`src/hdl/athp_regs.vh`:
```
// Task-file port constants: register indices, field positions, resets.
// Assumes inclusion by athp_port.v only; definitions only.
`ifndef ATHP_REGS_VH
`define ATHP_REGS_VH
// Addressing modes
`define ATHP_MODE_IDE 2'h0
`define ATHP_MODE_IO 2'h1
`define ATHP_MODE_MEM 2'h2
`define ATHP_MODE_FIX 2'h3
// Task-file register indices
`define ATHP_IDX_DATA 3'h0
`define ATHP_IDX_ERR 3'h1
`define ATHP_IDX_SC 3'h2
`define ATHP_IDX_SN 3'h3
`define ATHP_IDX_CL 3'h4
`define ATHP_IDX_CH 3'h5
`define ATHP_IDX_DH 3'h6
`define ATHP_IDX_STAT 3'h7
// Fixed address ranges, upper bits A9..A3
`define ATHP_FIX_PRI 7'h3e
`define ATHP_FIX_SEC 7'h2e
// Memory window for repeated data access
`define ATHP_MEM_DATA_BIT 4'ha
// Duplicate data pair in independent modes, A3..A1
`define ATHP_DUP_DATA 3'h4
// Error flag positions
`define ATHP_BAD_BLOCK_FLAG 7
`define ATHP_UNCORRECTABLE_FLAG 6
`define ATHP_MEDIA_CHANGED_FLAG 5
`define ATHP_SECTOR_ID_MISSING_FLAG 4
`define ATHP_MEDIA_CHANGE_REQUEST_FLAG 3
`define ATHP_COMMAND_ABORTED_FLAG 2
`define ATHP_TRACK_ZERO_MISSING_FLAG 1
`define ATHP_ADDRESS_MARK_MISSING_FLAG 0
`define ATHP_ERR_USED_MASK 8'hd7
// Drive/head fields
`define ATHP_DH_LBA_BIT 6
`define ATHP_DH_HEAD_MSB 3
// Reset values
`define ATHP_RST_BYTE 8'h00
`define ATHP_RST_DH 8'h00
`define ATHP_RST_ERR 8'h00
// Pin synchroniser width: addr 11, controls 7, data 16
`define ATHP_PIN_W 34
`endif

```
`src/hdl/athp_port.v`:
```
// Task-file host port: pin decode, byte lanes and task-file registers.
// Assumes strobe pins are asynchronous and held several clocks; a
// command engine on mclk_in feeds the data word and completion values.
//
// Contract
// Data register is a 16-bit word; other task registers are bytes.
// Wide indicator asserted while the addressed location is 16-bit data.
// IDE host drives register address, one bank select, one strobe.
// IDE high bank reaches offsets 6-7; low bank reaches 0-7. Only the low bank is decoded here.
// Long-command ECC bytes move on the low data lane only.
// Independent I/O: drive decodes A0-3, host decodes A4-10.
// Upper select uses upper lane/odd register; lower uses low/even. Lower select alone here takes the register A0 gives.
// Independent memory: select pin high, drive decodes A0-10.
// Fixed I/O ranges: primary or secondary, drive decodes A0-9.
// Host writes zeros to unused bits; unused read bits are ignored.
// All block data passes through the 16-bit data register.
// Error flags valid only with status error; else diagnostic code.
// Error bits 7..0: bad block through address mark missing.
// Media change flags unsupported; unused error bits read zero.
// Old precompensation register now enables look-ahead reads.
// Sector count zero means 256 sectors.
// Sector count reads remaining sectors at completion.
// Sector number: start sector, or block address bits 0-7.
// Track low: cylinder low, or block address bits 8-15.
// Track high: cylinder high, or block address bits 16-23.
// Drive/head holds unit and head; head field is count minus one.
// Address-mode bit: 0 geometry, 1 linear block addressing.
// Data register auto-increments on each access.
// Memory window 400-7FF always presents the next data word.
// Unselected or idle: lines undriven, registers untouched.
`timescale 1ns/1ps
`include "athp_regs.vh"
module athp_port (
	input wire mclk_in,
	input wire rst_n_in,
	input wire ce_in,
	input wire [1:0] mode_in,
	input wire secondary_in,
	input wire [10:0] addr_in,
	input wire reg_n_in,
	input wire lower_lane_select_n_in,
	input wire upper_lane_select_n_in,
	input wire oe_n_in,
	input wire we_n_in,
	input wire host_read_strobe_n_in,
	input wire host_write_strobe_n_in,
	input wire [15:0] data_in,
	output wire [15:0] data_out,
	output wire [1:0] data_oe_out,
	output wire wide_transfer_indicator_n_out,
	input wire ecc_phase_in,
	input wire [15:0] buf_rd_word_in,
	output wire buf_rd_pop_out,
	output wire [15:0] buf_wr_word_out,
	output wire [1:0] buf_wr_be_out,
	output wire buf_wr_push_out,
	input wire done_in,
	input wire [7:0] done_sc_in,
	input wire [7:0] done_sn_in,
	input wire [7:0] done_cl_in,
	input wire [7:0] done_ch_in,
	input wire [7:0] done_dh_in,
	input wire err_load_in,
	input wire err_diag_in,
	input wire [7:0] err_code_in,
	output wire [7:0] lookahead_enable_out,
	output wire [8:0] sector_total_out,
	output wire [7:0] start_sector_index_out,
	output wire [7:0] track_index_low_out,
	output wire [7:0] track_index_high_out,
	output wire [7:0] unit_and_head_select_out,
	output wire lba_mode_out,
	output wire [4:0] head_count_out
);
	wire [`ATHP_PIN_W-1:0] pins_s;
	wire [10:0] a_s;
	wire reg_n_s, ce1_n_s, ce2_n_s, oe_n_s, we_n_s, rd_n_s, wr_n_s;
	wire [15:0] d_s;
	reg [15:0] data_out_q;
	reg [1:0] data_oe_q;
	reg wide_n_q;
	reg pop_q, push_q;
	reg [15:0] wr_word_q;
	reg [1:0] wr_be_q;
	reg [7:0] err_q, la_q, sc_q, sn_q, cl_q, ch_q, dh_q;
	reg [8:0] total_q;
	reg [4:0] heads_q;
	reg act_q, is_rd_q, is_data_q;
	reg [1:0] lane_q;
	reg [2:0] idx_lo_q, idx_hi_q;
	reg hit, is_data, rd_req, wr_req;
	reg [1:0] lane;
	reg [2:0] idx, idx_lo, idx_hi;
	reg [15:0] rd_val;
	wire act;
	wire start;
	wire stop;

	// Pins pass two flops before any decode
	athp_sync #(.W(`ATHP_PIN_W), .RST({11'h000, 7'h7f, 16'h0000})) u_pins (
		.mclk_in(mclk_in),
		.rst_n_in(rst_n_in),
		.ce_in(ce_in),
		.d_in({addr_in, reg_n_in, lower_lane_select_n_in,
			upper_lane_select_n_in, oe_n_in, we_n_in,
			host_read_strobe_n_in, host_write_strobe_n_in, data_in}),
		.q_out(pins_s)
	);
	assign a_s = pins_s[33:23];
	assign reg_n_s = pins_s[22];
	assign ce1_n_s = pins_s[21];
	assign ce2_n_s = pins_s[20];
	assign oe_n_s = pins_s[19];
	assign we_n_s = pins_s[18];
	assign rd_n_s = pins_s[17];
	assign wr_n_s = pins_s[16];
	assign d_s = pins_s[15:0];

	// Address decode per addressing mode
	always @* begin
		hit = 1'b0;
		is_data = 1'b0;
		idx = a_s[2:0];
		rd_req = 1'b0;
		wr_req = 1'b0;
		case (mode_in)
		`ATHP_MODE_IDE: begin
			// Low bank only; high bank offsets 6-7 are control regs
			rd_req = !rd_n_s;
			wr_req = !wr_n_s;
			hit = !ce1_n_s;
			is_data = (a_s[2:0] == `ATHP_IDX_DATA);
		end
		`ATHP_MODE_IO: begin
			rd_req = !rd_n_s;
			wr_req = !wr_n_s;
			// Drive sees only A0-3
			hit = !reg_n_s && (!a_s[3] || a_s[3:1] == `ATHP_DUP_DATA);
			is_data = a_s[3] || (a_s[2:0] == `ATHP_IDX_DATA);
		end
		`ATHP_MODE_MEM: begin
			rd_req = !oe_n_s;
			wr_req = !we_n_s;
			// Upper half of the window is all data
			if (a_s[`ATHP_MEM_DATA_BIT]) begin
				hit = reg_n_s;
				is_data = 1'b1;
			end else begin
				hit = reg_n_s && (a_s[9:4] == 6'h00) &&
					(!a_s[3] || a_s[3:1] == `ATHP_DUP_DATA);
				is_data = a_s[3] || (a_s[2:0] == `ATHP_IDX_DATA);
			end
		end
		`ATHP_MODE_FIX: begin
			rd_req = !rd_n_s;
			wr_req = !wr_n_s;
			// Primary or secondary base on A3-9
			hit = !reg_n_s && (a_s[9:3] ==
				(secondary_in ? `ATHP_FIX_SEC : `ATHP_FIX_PRI));
			is_data = (a_s[2:0] == `ATHP_IDX_DATA);
		end
		default: hit = 1'b0;
		endcase
		if (rd_req == wr_req)
			hit = 1'b0;
		if (ce1_n_s && ce2_n_s)
			hit = 1'b0;
	end

	// Byte lanes: IDE by register width; else upper select odd/high, lower select low (even only with both)
	always @* begin
		lane = 2'b00;
		idx_lo = idx;
		idx_hi = idx | 3'h1;
		if (mode_in == `ATHP_MODE_IDE) begin
			lane = is_data ? 2'b11 : 2'b01;
		end else if (!ce1_n_s && !ce2_n_s) begin
			lane = 2'b11;
			idx_lo = {idx[2:1], 1'b0};
		end else if (!ce2_n_s) begin
			lane = 2'b10;
		end else begin
			lane = 2'b01;
		end
		if (is_data && ecc_phase_in)
			lane = lane & 2'b01;
	end

	assign act = hit;
	assign start = act && !act_q;
	assign stop = !act && act_q;

	// Read value for both lanes of the decoded access
	always @* begin
		rd_val = 16'h0000; // Unused bytes read zero
		if (is_data) begin
			rd_val = buf_rd_word_in;
		end else begin
			rd_val[7:0] = tf_byte(idx_lo);
			rd_val[15:8] = tf_byte(idx_hi);
		end
	end

	// Task-file byte read; status is served elsewhere
	function [7:0] tf_byte;
		input [2:0] i;
		begin
			case (i)
			`ATHP_IDX_ERR: tf_byte = err_q;
			`ATHP_IDX_SC: tf_byte = sc_q;
			`ATHP_IDX_SN: tf_byte = sn_q;
			`ATHP_IDX_CL: tf_byte = cl_q;
			`ATHP_IDX_CH: tf_byte = ch_q;
			`ATHP_IDX_DH: tf_byte = dh_q;
			default: tf_byte = 8'h00;
			endcase
		end
	endfunction

	// Access tracking, lane drive and data word stream
	always @(posedge mclk_in or negedge rst_n_in) begin
		if (!rst_n_in) begin
			act_q <= 1'b0;
			is_rd_q <= 1'b0;
			is_data_q <= 1'b0;
			lane_q <= 2'b00;
			idx_lo_q <= 3'h0;
			idx_hi_q <= 3'h0;
			data_out_q <= 16'h0000;
			data_oe_q <= 2'b00;
			wide_n_q <= 1'b1;
			pop_q <= 1'b0;
			push_q <= 1'b0;
			wr_word_q <= 16'h0000;
			wr_be_q <= 2'b00;
		end else if (ce_in) begin
			act_q <= act;
			pop_q <= 1'b0;
			push_q <= 1'b0;
			// 16-bit indicator follows the decoded location
			wide_n_q <= !(hit && is_data && !ecc_phase_in);
			if (start) begin
				is_rd_q <= rd_req;
				is_data_q <= is_data;
				lane_q <= lane;
				idx_lo_q <= idx_lo;
				idx_hi_q <= idx_hi;
				if (rd_req) begin
					data_out_q <= rd_val;
					data_oe_q <= lane;
				end
			end
			if (act && !is_rd_q && !start)
				wr_word_q <= d_s; // Track data while write held
			if (stop) begin
				data_oe_q <= 2'b00;
				if (is_data_q) begin
					// Each finished data access steps the buffer
					pop_q <= is_rd_q;
					push_q <= !is_rd_q;
					wr_be_q <= lane_q;
				end
			end
		end
	end

	// Task-file registers: host writes at access end, engine at completion
	always @(posedge mclk_in or negedge rst_n_in) begin
		if (!rst_n_in) begin
			err_q <= `ATHP_RST_ERR;
			la_q <= `ATHP_RST_BYTE;
			sc_q <= `ATHP_RST_BYTE;
			sn_q <= `ATHP_RST_BYTE;
			cl_q <= `ATHP_RST_BYTE;
			ch_q <= `ATHP_RST_BYTE;
			dh_q <= `ATHP_RST_DH;
		end else if (ce_in) begin
			if (stop && !is_rd_q && !is_data_q) begin
				if (lane_q[0])
					tf_write(idx_lo_q, wr_word_q[7:0]);
				if (lane_q[1])
					tf_write(idx_hi_q, wr_word_q[15:8]);
			end
			// Completion values override a same-cycle host write
			if (done_in) begin
				sc_q <= done_sc_in;
				sn_q <= done_sn_in;
				cl_q <= done_cl_in;
				ch_q <= done_ch_in;
				dh_q <= done_dh_in;
			end
			if (err_load_in) begin
				// Diagnostic code passes whole; flags lose media bits
				err_q <= err_diag_in ? err_code_in :
					(err_code_in & `ATHP_ERR_USED_MASK);
			end
		end
	end

	// Host byte write into one task register
	task tf_write;
		input [2:0] i;
		input [7:0] v;
		begin
			case (i)
			`ATHP_IDX_ERR: la_q <= v;
			`ATHP_IDX_SC: sc_q <= v;
			`ATHP_IDX_SN: sn_q <= v;
			`ATHP_IDX_CL: cl_q <= v;
			`ATHP_IDX_CH: ch_q <= v;
			`ATHP_IDX_DH: dh_q <= v;
			default: la_q <= la_q;
			endcase
		end
	endtask

	// Derived values for the command engine
	always @(posedge mclk_in or negedge rst_n_in) begin
		if (!rst_n_in) begin
			total_q <= 9'h100;
			heads_q <= 5'h01;
		end else if (ce_in) begin
			total_q <= (sc_q == 8'h00) ? 9'h100 : {1'b0, sc_q};
			heads_q <= {1'b0, dh_q[`ATHP_DH_HEAD_MSB:0]} + 5'h01;
		end
	end

	assign data_out = data_out_q;
	assign data_oe_out = data_oe_q;
	assign wide_transfer_indicator_n_out = wide_n_q;
	assign buf_rd_pop_out = pop_q;
	assign buf_wr_word_out = wr_word_q;
	assign buf_wr_be_out = wr_be_q;
	assign buf_wr_push_out = push_q;
	assign lookahead_enable_out = la_q;
	assign sector_total_out = total_q;
	assign start_sector_index_out = sn_q;
	assign track_index_low_out = cl_q;
	assign track_index_high_out = ch_q;
	assign unit_and_head_select_out = dh_q;
	assign lba_mode_out = dh_q[`ATHP_DH_LBA_BIT];
	assign head_count_out = heads_q;
endmodule // athp_port

```
`src/hdl/athp_sync.v`:
```
// Two-flop synchroniser for a bus of asynchronous pins.
// Assumes each bit is a level; no bit is read before the second flop.
`timescale 1ns/1ps
module athp_sync #(
	parameter W = 8,
	parameter [W-1:0] RST = {W{1'b0}}
) (
	input wire mclk_in,
	input wire rst_n_in,
	input wire ce_in,
	input wire [W-1:0] d_in,
	output wire [W-1:0] q_out
);
	reg [W-1:0] meta_q;
	reg [W-1:0] sync_q;
	// First flop feeds only the second
	always @(posedge mclk_in or negedge rst_n_in) begin
		if (!rst_n_in) begin
			meta_q <= RST;
			sync_q <= RST;
		end else if (ce_in) begin
			meta_q <= d_in;
			sync_q <= meta_q;
		end
	end
	assign q_out = sync_q;
endmodule // athp_sync

```
`config.mk`:
```
export PLATFORM = sky130hd
export DESIGN_NAME = athp_port
export DESIGN_NICKNAME = d
export VERILOG_FILES = /design/src/hdl/athp_port.v /design/src/hdl/athp_sync.v
export VERILOG_INCLUDE_DIRS = /design/src /design/src/hdl
export SDC_FILE = /design/constraint.sdc
export NUM_CORES = 1
export LEC_CHECK = 0
export BUFFER_PORTS_ARGS = -buffer_cell sky130_fd_sc_hd__buf_4
export CAP_MARGIN = 20
export CORE_UTILIZATION = 50
export CTS_BUF_LIST = sky130_fd_sc_hd__clkbuf_16
export DETAILED_ROUTE_END_ITERATION = 8
export GPL_TIMING_DRIVEN = 0
export HOLD_SLACK_MARGIN = 0.15
export PLACE_DENSITY = 0.81
export SLEW_MARGIN = 5
export SYNTH_ARGS = -nofsm -noshare
export SYNTH_HDL_FRONTEND = slang
export SYNTH_SLANG_ARGS = --single-unit
```
`constraint.sdc`:
```
create_clock -name mclk_in -period 2.6 [get_ports mclk_in]
set_clock_uncertainty 0.2 [all_clocks]
set_input_delay 0.52 -clock mclk_in [delete_from_list [all_inputs] [get_ports mclk_in]]
set_output_delay 0.52 -clock mclk_in [all_outputs]
set_load 0.01 [all_outputs]
```
Word-level counts from Yosys, hierarchy flattened
Cells that the tools add are included.
- $add $sub $neg: 1
- eq/ne operators: 27
- mux-type cells: 62
- reduce and logical (&&, ||, !) cells: 51
- operators with widths (cell ; count):
    $mux W8 ; 33
    $pmux W8 S6 ; 1
    $eq A3 B3 Y1 const B ; 10
    $pmux W8 S3 ; 1
    $eq A3 B2 Y1 const B ; 6
    $mux W16 ; 1
    $mux W2 ; 8
    $pmux W8 S2 ; 1
    $logic_and A1 B1 Y1 ; 15
    $logic_not A1 Y1 ; 15
    $reduce_and A3 Y1 ; 4
    $mux W1 ; 10
    $eq A3 B1 Y1 const B ; 3
    $mux W9 ; 1
    $logic_not A8 Y1 ; 1
    $reduce_and A2 Y1 ; 4
    $eq A7 B6 Y1 ; 1
    $eq A2 B2 Y1 const B ; 3
    $logic_not A6 Y1 ; 1
    $mux W6 ; 1
    $reduce_bool A2 Y1 ; 3
    $add A4 B1 Y5 const B ; 1
    $mux W5 ; 1
    $reduce_or A5 Y1 ; 1
    11 further kinds ; 15
- register bits: 188
- input bits: 108
- logic and storage cells: 165

Depth between registers and ports, before layout
- depth after elaboration: 13
- mapped depth: 9
- gate-level depth less buffers: 7

By module
Synthesis repeated with hierarchy kept, for this count alone.
- cells, all modules: 817
- area, all modules: 9521.6 sq um
- modules (own cells, without submodules) (module ; instances ; cells each ; area each (sq um)):
    athp_port ; 1 ; 673 ; 6889.1
    athp_sync ; 1 ; 144 ; 2632.5

Worst setup path before layout
Ideal clock, no wire load.
- kind: input to register
- start point: input port mode_in[0]
- end point: register wr_word_q[10], in the netlist buf_wr_word_out[10]
- arrival time: 2.380 ns
- required time: 2.275 ns
- path slack: -0.105 ns
- cell stages on the path: 8
- path buffers: 1
- path through: inv_1 > ha_1 > mux2i_1 > xor2_1 > nand2_1 > nor4_4 > buf_6 > mux2_4
- cells in the longest elaborated chain, start to end: 10
- elaborated cells on any way between the ends: 16
- classes of those cells: eq/ne (4); mux (5); reduce/logical (7)
- ends and longest elaborated chain (item ; line ; text):
    start: declaration ; athp_port.v:37 ; input wire [1:0] mode_in,
    $eq A2 B2 Y1 (tied with other cells) ; athp_port.v:126 ; case (mode_in)
    $reduce_or A3 Y1 (no line) ; -- ;
    $pmux W1 S2 ; athp_port.v:126 ;
    $eq A1 B1 Y1 ; athp_port.v:164 ; if (rd_req == wr_req)
    $mux W1 (*) ; athp_port.v:164 ;
    $mux W1 (*) ; athp_port.v:166 ; if (ce1_n_s && ce2_n_s)
    $logic_and A1 B1 Y1 ; athp_port.v:190 ; assign start = act && !act_q;
    $logic_not A1 Y1 ; athp_port.v:253 ; if (act && !is_rd_q && !start)
    $logic_and A1 B1 Y1 (*) ; athp_port.v:253 ;
    $reduce_and A2 Y1 (no line) (*) ; -- ;
    end signal: assignment ; athp_port.v:254 ; wr_word_q <= d_s;
    end: declaration ; athp_port.v:83 ; reg [15:0] wr_word_q;
Every way passes the cells marked *; elsewhere a longest branch is shown, timed or not.
A chain may end at the register's enable or synchronous reset.

Final worst setup path
- start point: register u_pins.sync_q[32], in the netlist u_pins.q_out[32]
- end point: register sn_q[2], in the netlist start_sector_index_out[2]
- cells in the longest elaborated chain, start to end: 13
- elaborated cells on any way between the ends: 15
- classes of those cells: eq/ne (1); mux (4); reduce/logical (10)
- ends and longest elaborated chain (item ; line ; text):
    start: declaration ; athp_sync.v:15 ; reg [W-1:0] sync_q;
    start signal: assignment ; athp_sync.v:23 ; sync_q <= meta_q;
    $logic_not A6 Y1 ; athp_port.v:149 ; hit = reg_n_s && (a_s[9:4] == 6'h00) &&
    $logic_and A1 B1 Y1 (2 in a row) ; athp_port.v:149 ;
    $mux W1 ; athp_port.v:145 ; if (a_s[`ATHP_MEM_DATA_BIT]) begin
    $pmux W1 S4 (*) ; athp_port.v:126 ;
    $mux W1 (*) ; athp_port.v:164 ;
    $mux W1 (*) ; athp_port.v:166 ;
    $logic_not A1 Y1 (*) ; athp_port.v:191 ; assign stop = !act && act_q;
    $logic_and A1 B1 Y1 (*) ; athp_port.v:191 ;
    $logic_and A1 B1 Y1 (*) (2 in a row) ; athp_port.v:278 ; if (stop && !is_rd_q && !is_data_q) begin
    $reduce_bool A2 Y1 (no line) (*) ; -- ;
    $reduce_and A2 Y1 (no line) (*) ; -- ;
    end signal: assignment ; athp_port.v:273 ; sn_q <= `ATHP_RST_BYTE;
    end signal: assignment ; athp_port.v:287 ; sn_q <= done_sn_in;
    end: declaration ; athp_port.v:85 ; reg [7:0] err_q, la_q, sc_q, sn_q, cl_q, ch_q, dh_q;
Marks and branches as above.

==> metrics.cfg <==
[status]
outcome = complete, no violations

[logic_synthesis]
synthesis.nets = 953
avgSynthCellArea_sq_um = 11.4
synth_top_cell_by_area = dfrtp_1
syn_area_sq_um = 9600
synth_ff_type = dfrtp_1
synth_seq_cells = 186
synth_area_leaders = dfrtp_1 (44%), mux2_2 (15%), a211oi_1 (6.5%), mux2i_1 (6.1%), dfstp_2 (4.7%)
synth_seq_area_share_pct = 48.7
syn_inst = 839
ys_types = 57
yosysWarnings = 0
synth-edff-count = 0
async_flop_share_pct = 100
synthDominantCellAreaShare_pct = 44.0

[drt]
vias_per_cell = 6.12
drcViolationCount = 0
wl_um = 30100
wl_per_cell_um = 22.3
drt_pass1_iterations = 7
drtIter0Drc = 795
num_vias = 8262
ant_nets = 0

[die]
initial_core_util_pct = 51.2
die_h_um = 141
row_count = 50
ios = 202
dieArea_sq_um = 19800
core-area_sq_um = 18800
die_w_um = 141

[critical_path]
startpoint_type = flop
cp.required_ns = 2.69
critPathArrivalTime_ns = 2.64
critPathKind = flop to flop
worst-path-max-fanout = 10
cp-end-kind = flop
reg2regPathDepth = 7

[timing]
setup_tns_ns = 0
drv_slew = 0
fin_crit_ns = 2.54
max_freq_ghz = 0.393
maxSlewHeadroom_pct = 46.3
setup_viol = 0
timing.final.crit_share_pct = 97.8
hold_viol = 0
worstMarginPinSlew_ns = 0.806

[final_layout]
fin_nets = 1216
finalInstanceArea_sq_um = 12500
n_antenna_cell = 0
synthToLayoutAreaGrowth_pct = 30.2
drive_above_1_share_pct = 38.6
utilization_pct = 66.6

[pwr]
p_seq_share_pct = 42.8
pwr-share-comb_pct = 34.9
internal-power_mw = 6.99
power_density_nw_per_um2 = 894
clockPowerShare_pct = 22.3
sw_frac_of_total_pct = 37.4
switchingPower_mw = 4.19
power_leakage_nw = 5.57
irDropWorstVdd_v = 0.000591

[grt]
antenna_found_initial = 0
grt_overflow = 0
grt_max_degree = 97
grt_util_all_layers_pct = 31.3
grt_pass1_wl_um = 46500
grt_pass1_vias = 8084

[cts]
cts_tree = done
cts_sinks = 186
cts.root.buffer_cell = clkbuf_16
clk_latency_ns = 0.44
cts_buffer_depth = 2
h-tree-depth = 4
numCtsBuffers = 17
clk_pin_slew_worst_paths_ns = 0.07

[placed_design]
port_buffers = 199
finalWeightedCongestion = 0.953
place_area_sq_um = 11500
place_hpwl_um = 21200

[hold_path]
min_path_type = input port to flop
whs_path_depth = 3

[flow_run]
drv_cap = 0

==> placed cells by master (no fill, tap or decap), types with 3 or more instances in the layout <==
master / Yosys / final
and3_1: 5 / 5
buf_4: 2 / 208
nor4_1: 3 / 3
clkinvlp_4: 0 / 4
nand3_1: 4 / 4
nor2b_1: 8 / 8
clkbuf_2: 0 / 5
and2_1: 3 / 3
nor2_1: 92 / 92
o22ai_1: 3 / 3
buf_2: 12 / 11
inv_8: 0 / 3
nand4_1: 4 / 4
mux2i_1: 59 / 58
clkbuf_16: 0 / 17
ha_1: 6 / 4
dfrtp_1: 169 / 169
mux2_4: 10 / 10
a21oi_1: 9 / 9
mux2_2: 129 / 129
inv_6: 0 / 5
a211oi_1: 83 / 83
nand4b_1: 6 / 6
nand3b_1: 3 / 3
a221o_1: 5 / 5
a32oi_1: 3 / 3
o21ai_0: 18 / 17
buf_1: 5 / 3
clkbuf_1: 51 / 43
o2bb2ai_1: 15 / 15
nand2_1: 13 / 12
inv_1: 16 / 16
dlygate4sd3_1: 0 / 41
nor3_1: 4 / 3
dfstp_2: 17 / 17
a22oi_1: 48 / 48
==> final cells by class <==
type / instances / area [sq um]
fill: 1447 / 6260
buffer: 67 / 294
clock inverter: 15 / 133
sequential: 186 / 4680
inverter: 16 / 65.1
timing repair buffer: 248 / 1990
clock buffer: 17 / 425
multi-input combinational: 566 / 4630
tap: 234 / 293
==> cell usage after synthesis, types with 6 or more instances <==
| library cell | count |
|---|---|
| dfrtp_1 | 169 |
| mux2_2 | 129 |
| nor2_1 | 92 |
| a211oi_1 | 83 |
| mux2i_1 | 59 |
| clkbuf_1 | 51 |
| a22oi_1 | 48 |
| o21ai_0 | 18 |
| dfstp_2 | 17 |
| inv_1 | 16 |
| o2bb2ai_1 | 15 |
| nand2_1 | 13 |
| buf_2 | 12 |
| mux2_4 | 10 |
| a21oi_1 | 9 |
| nor2b_1 | 8 |
| ha_1 | 6 |
| nand4b_1 | 6 |
==> routing by layer <==
layer,vias to the layer above,global-route usage [%],wire [um]
met5,-,0,0
met4,0,12.0,962
met3,80,6.66,2870
met2,468,47.8,13700
met1,4049,43.9,12600
li1,3665,-,-
==> through the flow <==
| stage | instances | worst slack [ns] | power, mW | hold WS (ns) |
|---|---|---|---|---|
| 2_1_floorplan | 839 | 0.00338 | 6.62 | 0.0244 |
| 3_3_place_gp | 1272 | -0.577 | 8.42 | 0.254 |
| 3_5_place_dp | 1273 | -0.582 | 8.54 | 0.254 |
| 4_1_cts | 1348 | 0.0116 | 11.1 | 0.163 |
| 5_1_grt | 1349 | -0.0114 | 11.7 | 0.169 |
| 6_report | 1349 | 0.0573 | 11.2 | 0.169 |
==> state kept, by name (all words and copies together), names as in the netlist, 2 cells and up <==
register	count
buf_wr_be_out	2
buf_wr_word_out	16
data_oe_out	2
data_out	16
err_q	8
head_count_out	5
idx_lo_q	3
lane_q	2
lookahead_enable_out	8
sc_q	8
sector_total_out	9
start_sector_index_out	8
track_index_high_out	8
track_index_low_out	8
u_pins.meta_q	34
u_pins.q_out	34
unit_and_head_select_out	8
==> path summary, 6_finish.rpt <==
path | to | slack [ns] | from
setup reg to reg | start_sector_index_out[2] | 0.06 | u_pins.q_out[32]
hold reg to reg | head_count_out[0] | 0.27 | head_count_out[0]
max in group asynchronous | u_pins.q_out[17] | 0.82 | rst_n_in
min in group asynchronous | sector_total_out[5] | 0.47 | rst_n_in
setup / recovery | start_sector_index_out[2] | 0.06 | u_pins.q_out[32]
hold / removal | err_q[3] | 0.17 | err_code_in[3]
==> logic make-up after synthesis <==
| kind of cell | after synthesis | share of synthesized area (%) |
|---|---|---|
| compound gates | 200 | 15.5 |
| mux | 199 | 23.0 |
| flops | 186 | 48.7 |
| simple gates | 157 | 8.04 |
| buf+inv | 87 | 3.71 |
| fa+ha+maj | 6 | 0.782 |
| xor+xnor | 4 | 0.365 |
==> power by group through the flow <==
| stage | Combinational [mW] | Clock, mW | Sequential (mW) |
|---|---|---|---|
| finish | 3.91 | 2.49 | 4.78 |
| global route | 4.21 | 2.66 | 4.83 |
| CTS | 3.87 | 2.51 | 4.72 |
| detailed placement | 3.78 | 0 | 4.76 |
| global placement | 3.69 | 0 | 4.73 |
| floorplan | 2.10 | 0 | 4.51 |
==> critical path, cell delays in order, from the launching register on <==
cell	delay (ns)
dfrtp_1	0.40
nand2b_1	0.15
or4_4	0.50
o221a_4	0.26
buf_2	0.21
o21ai_4	0.29
buf_2	0.27
a22oi_1	0.13
==> repair_timing <==
item	CTS	global route
endpoints found under the hold margin	126	0
buffers inserted	3	3
cloned	0	1
gates resized for setup	4	15
hold buffers	41	0
pin swaps	2	3
setup endpoints to repair	64	73
(Power assumes the default switching activity.)
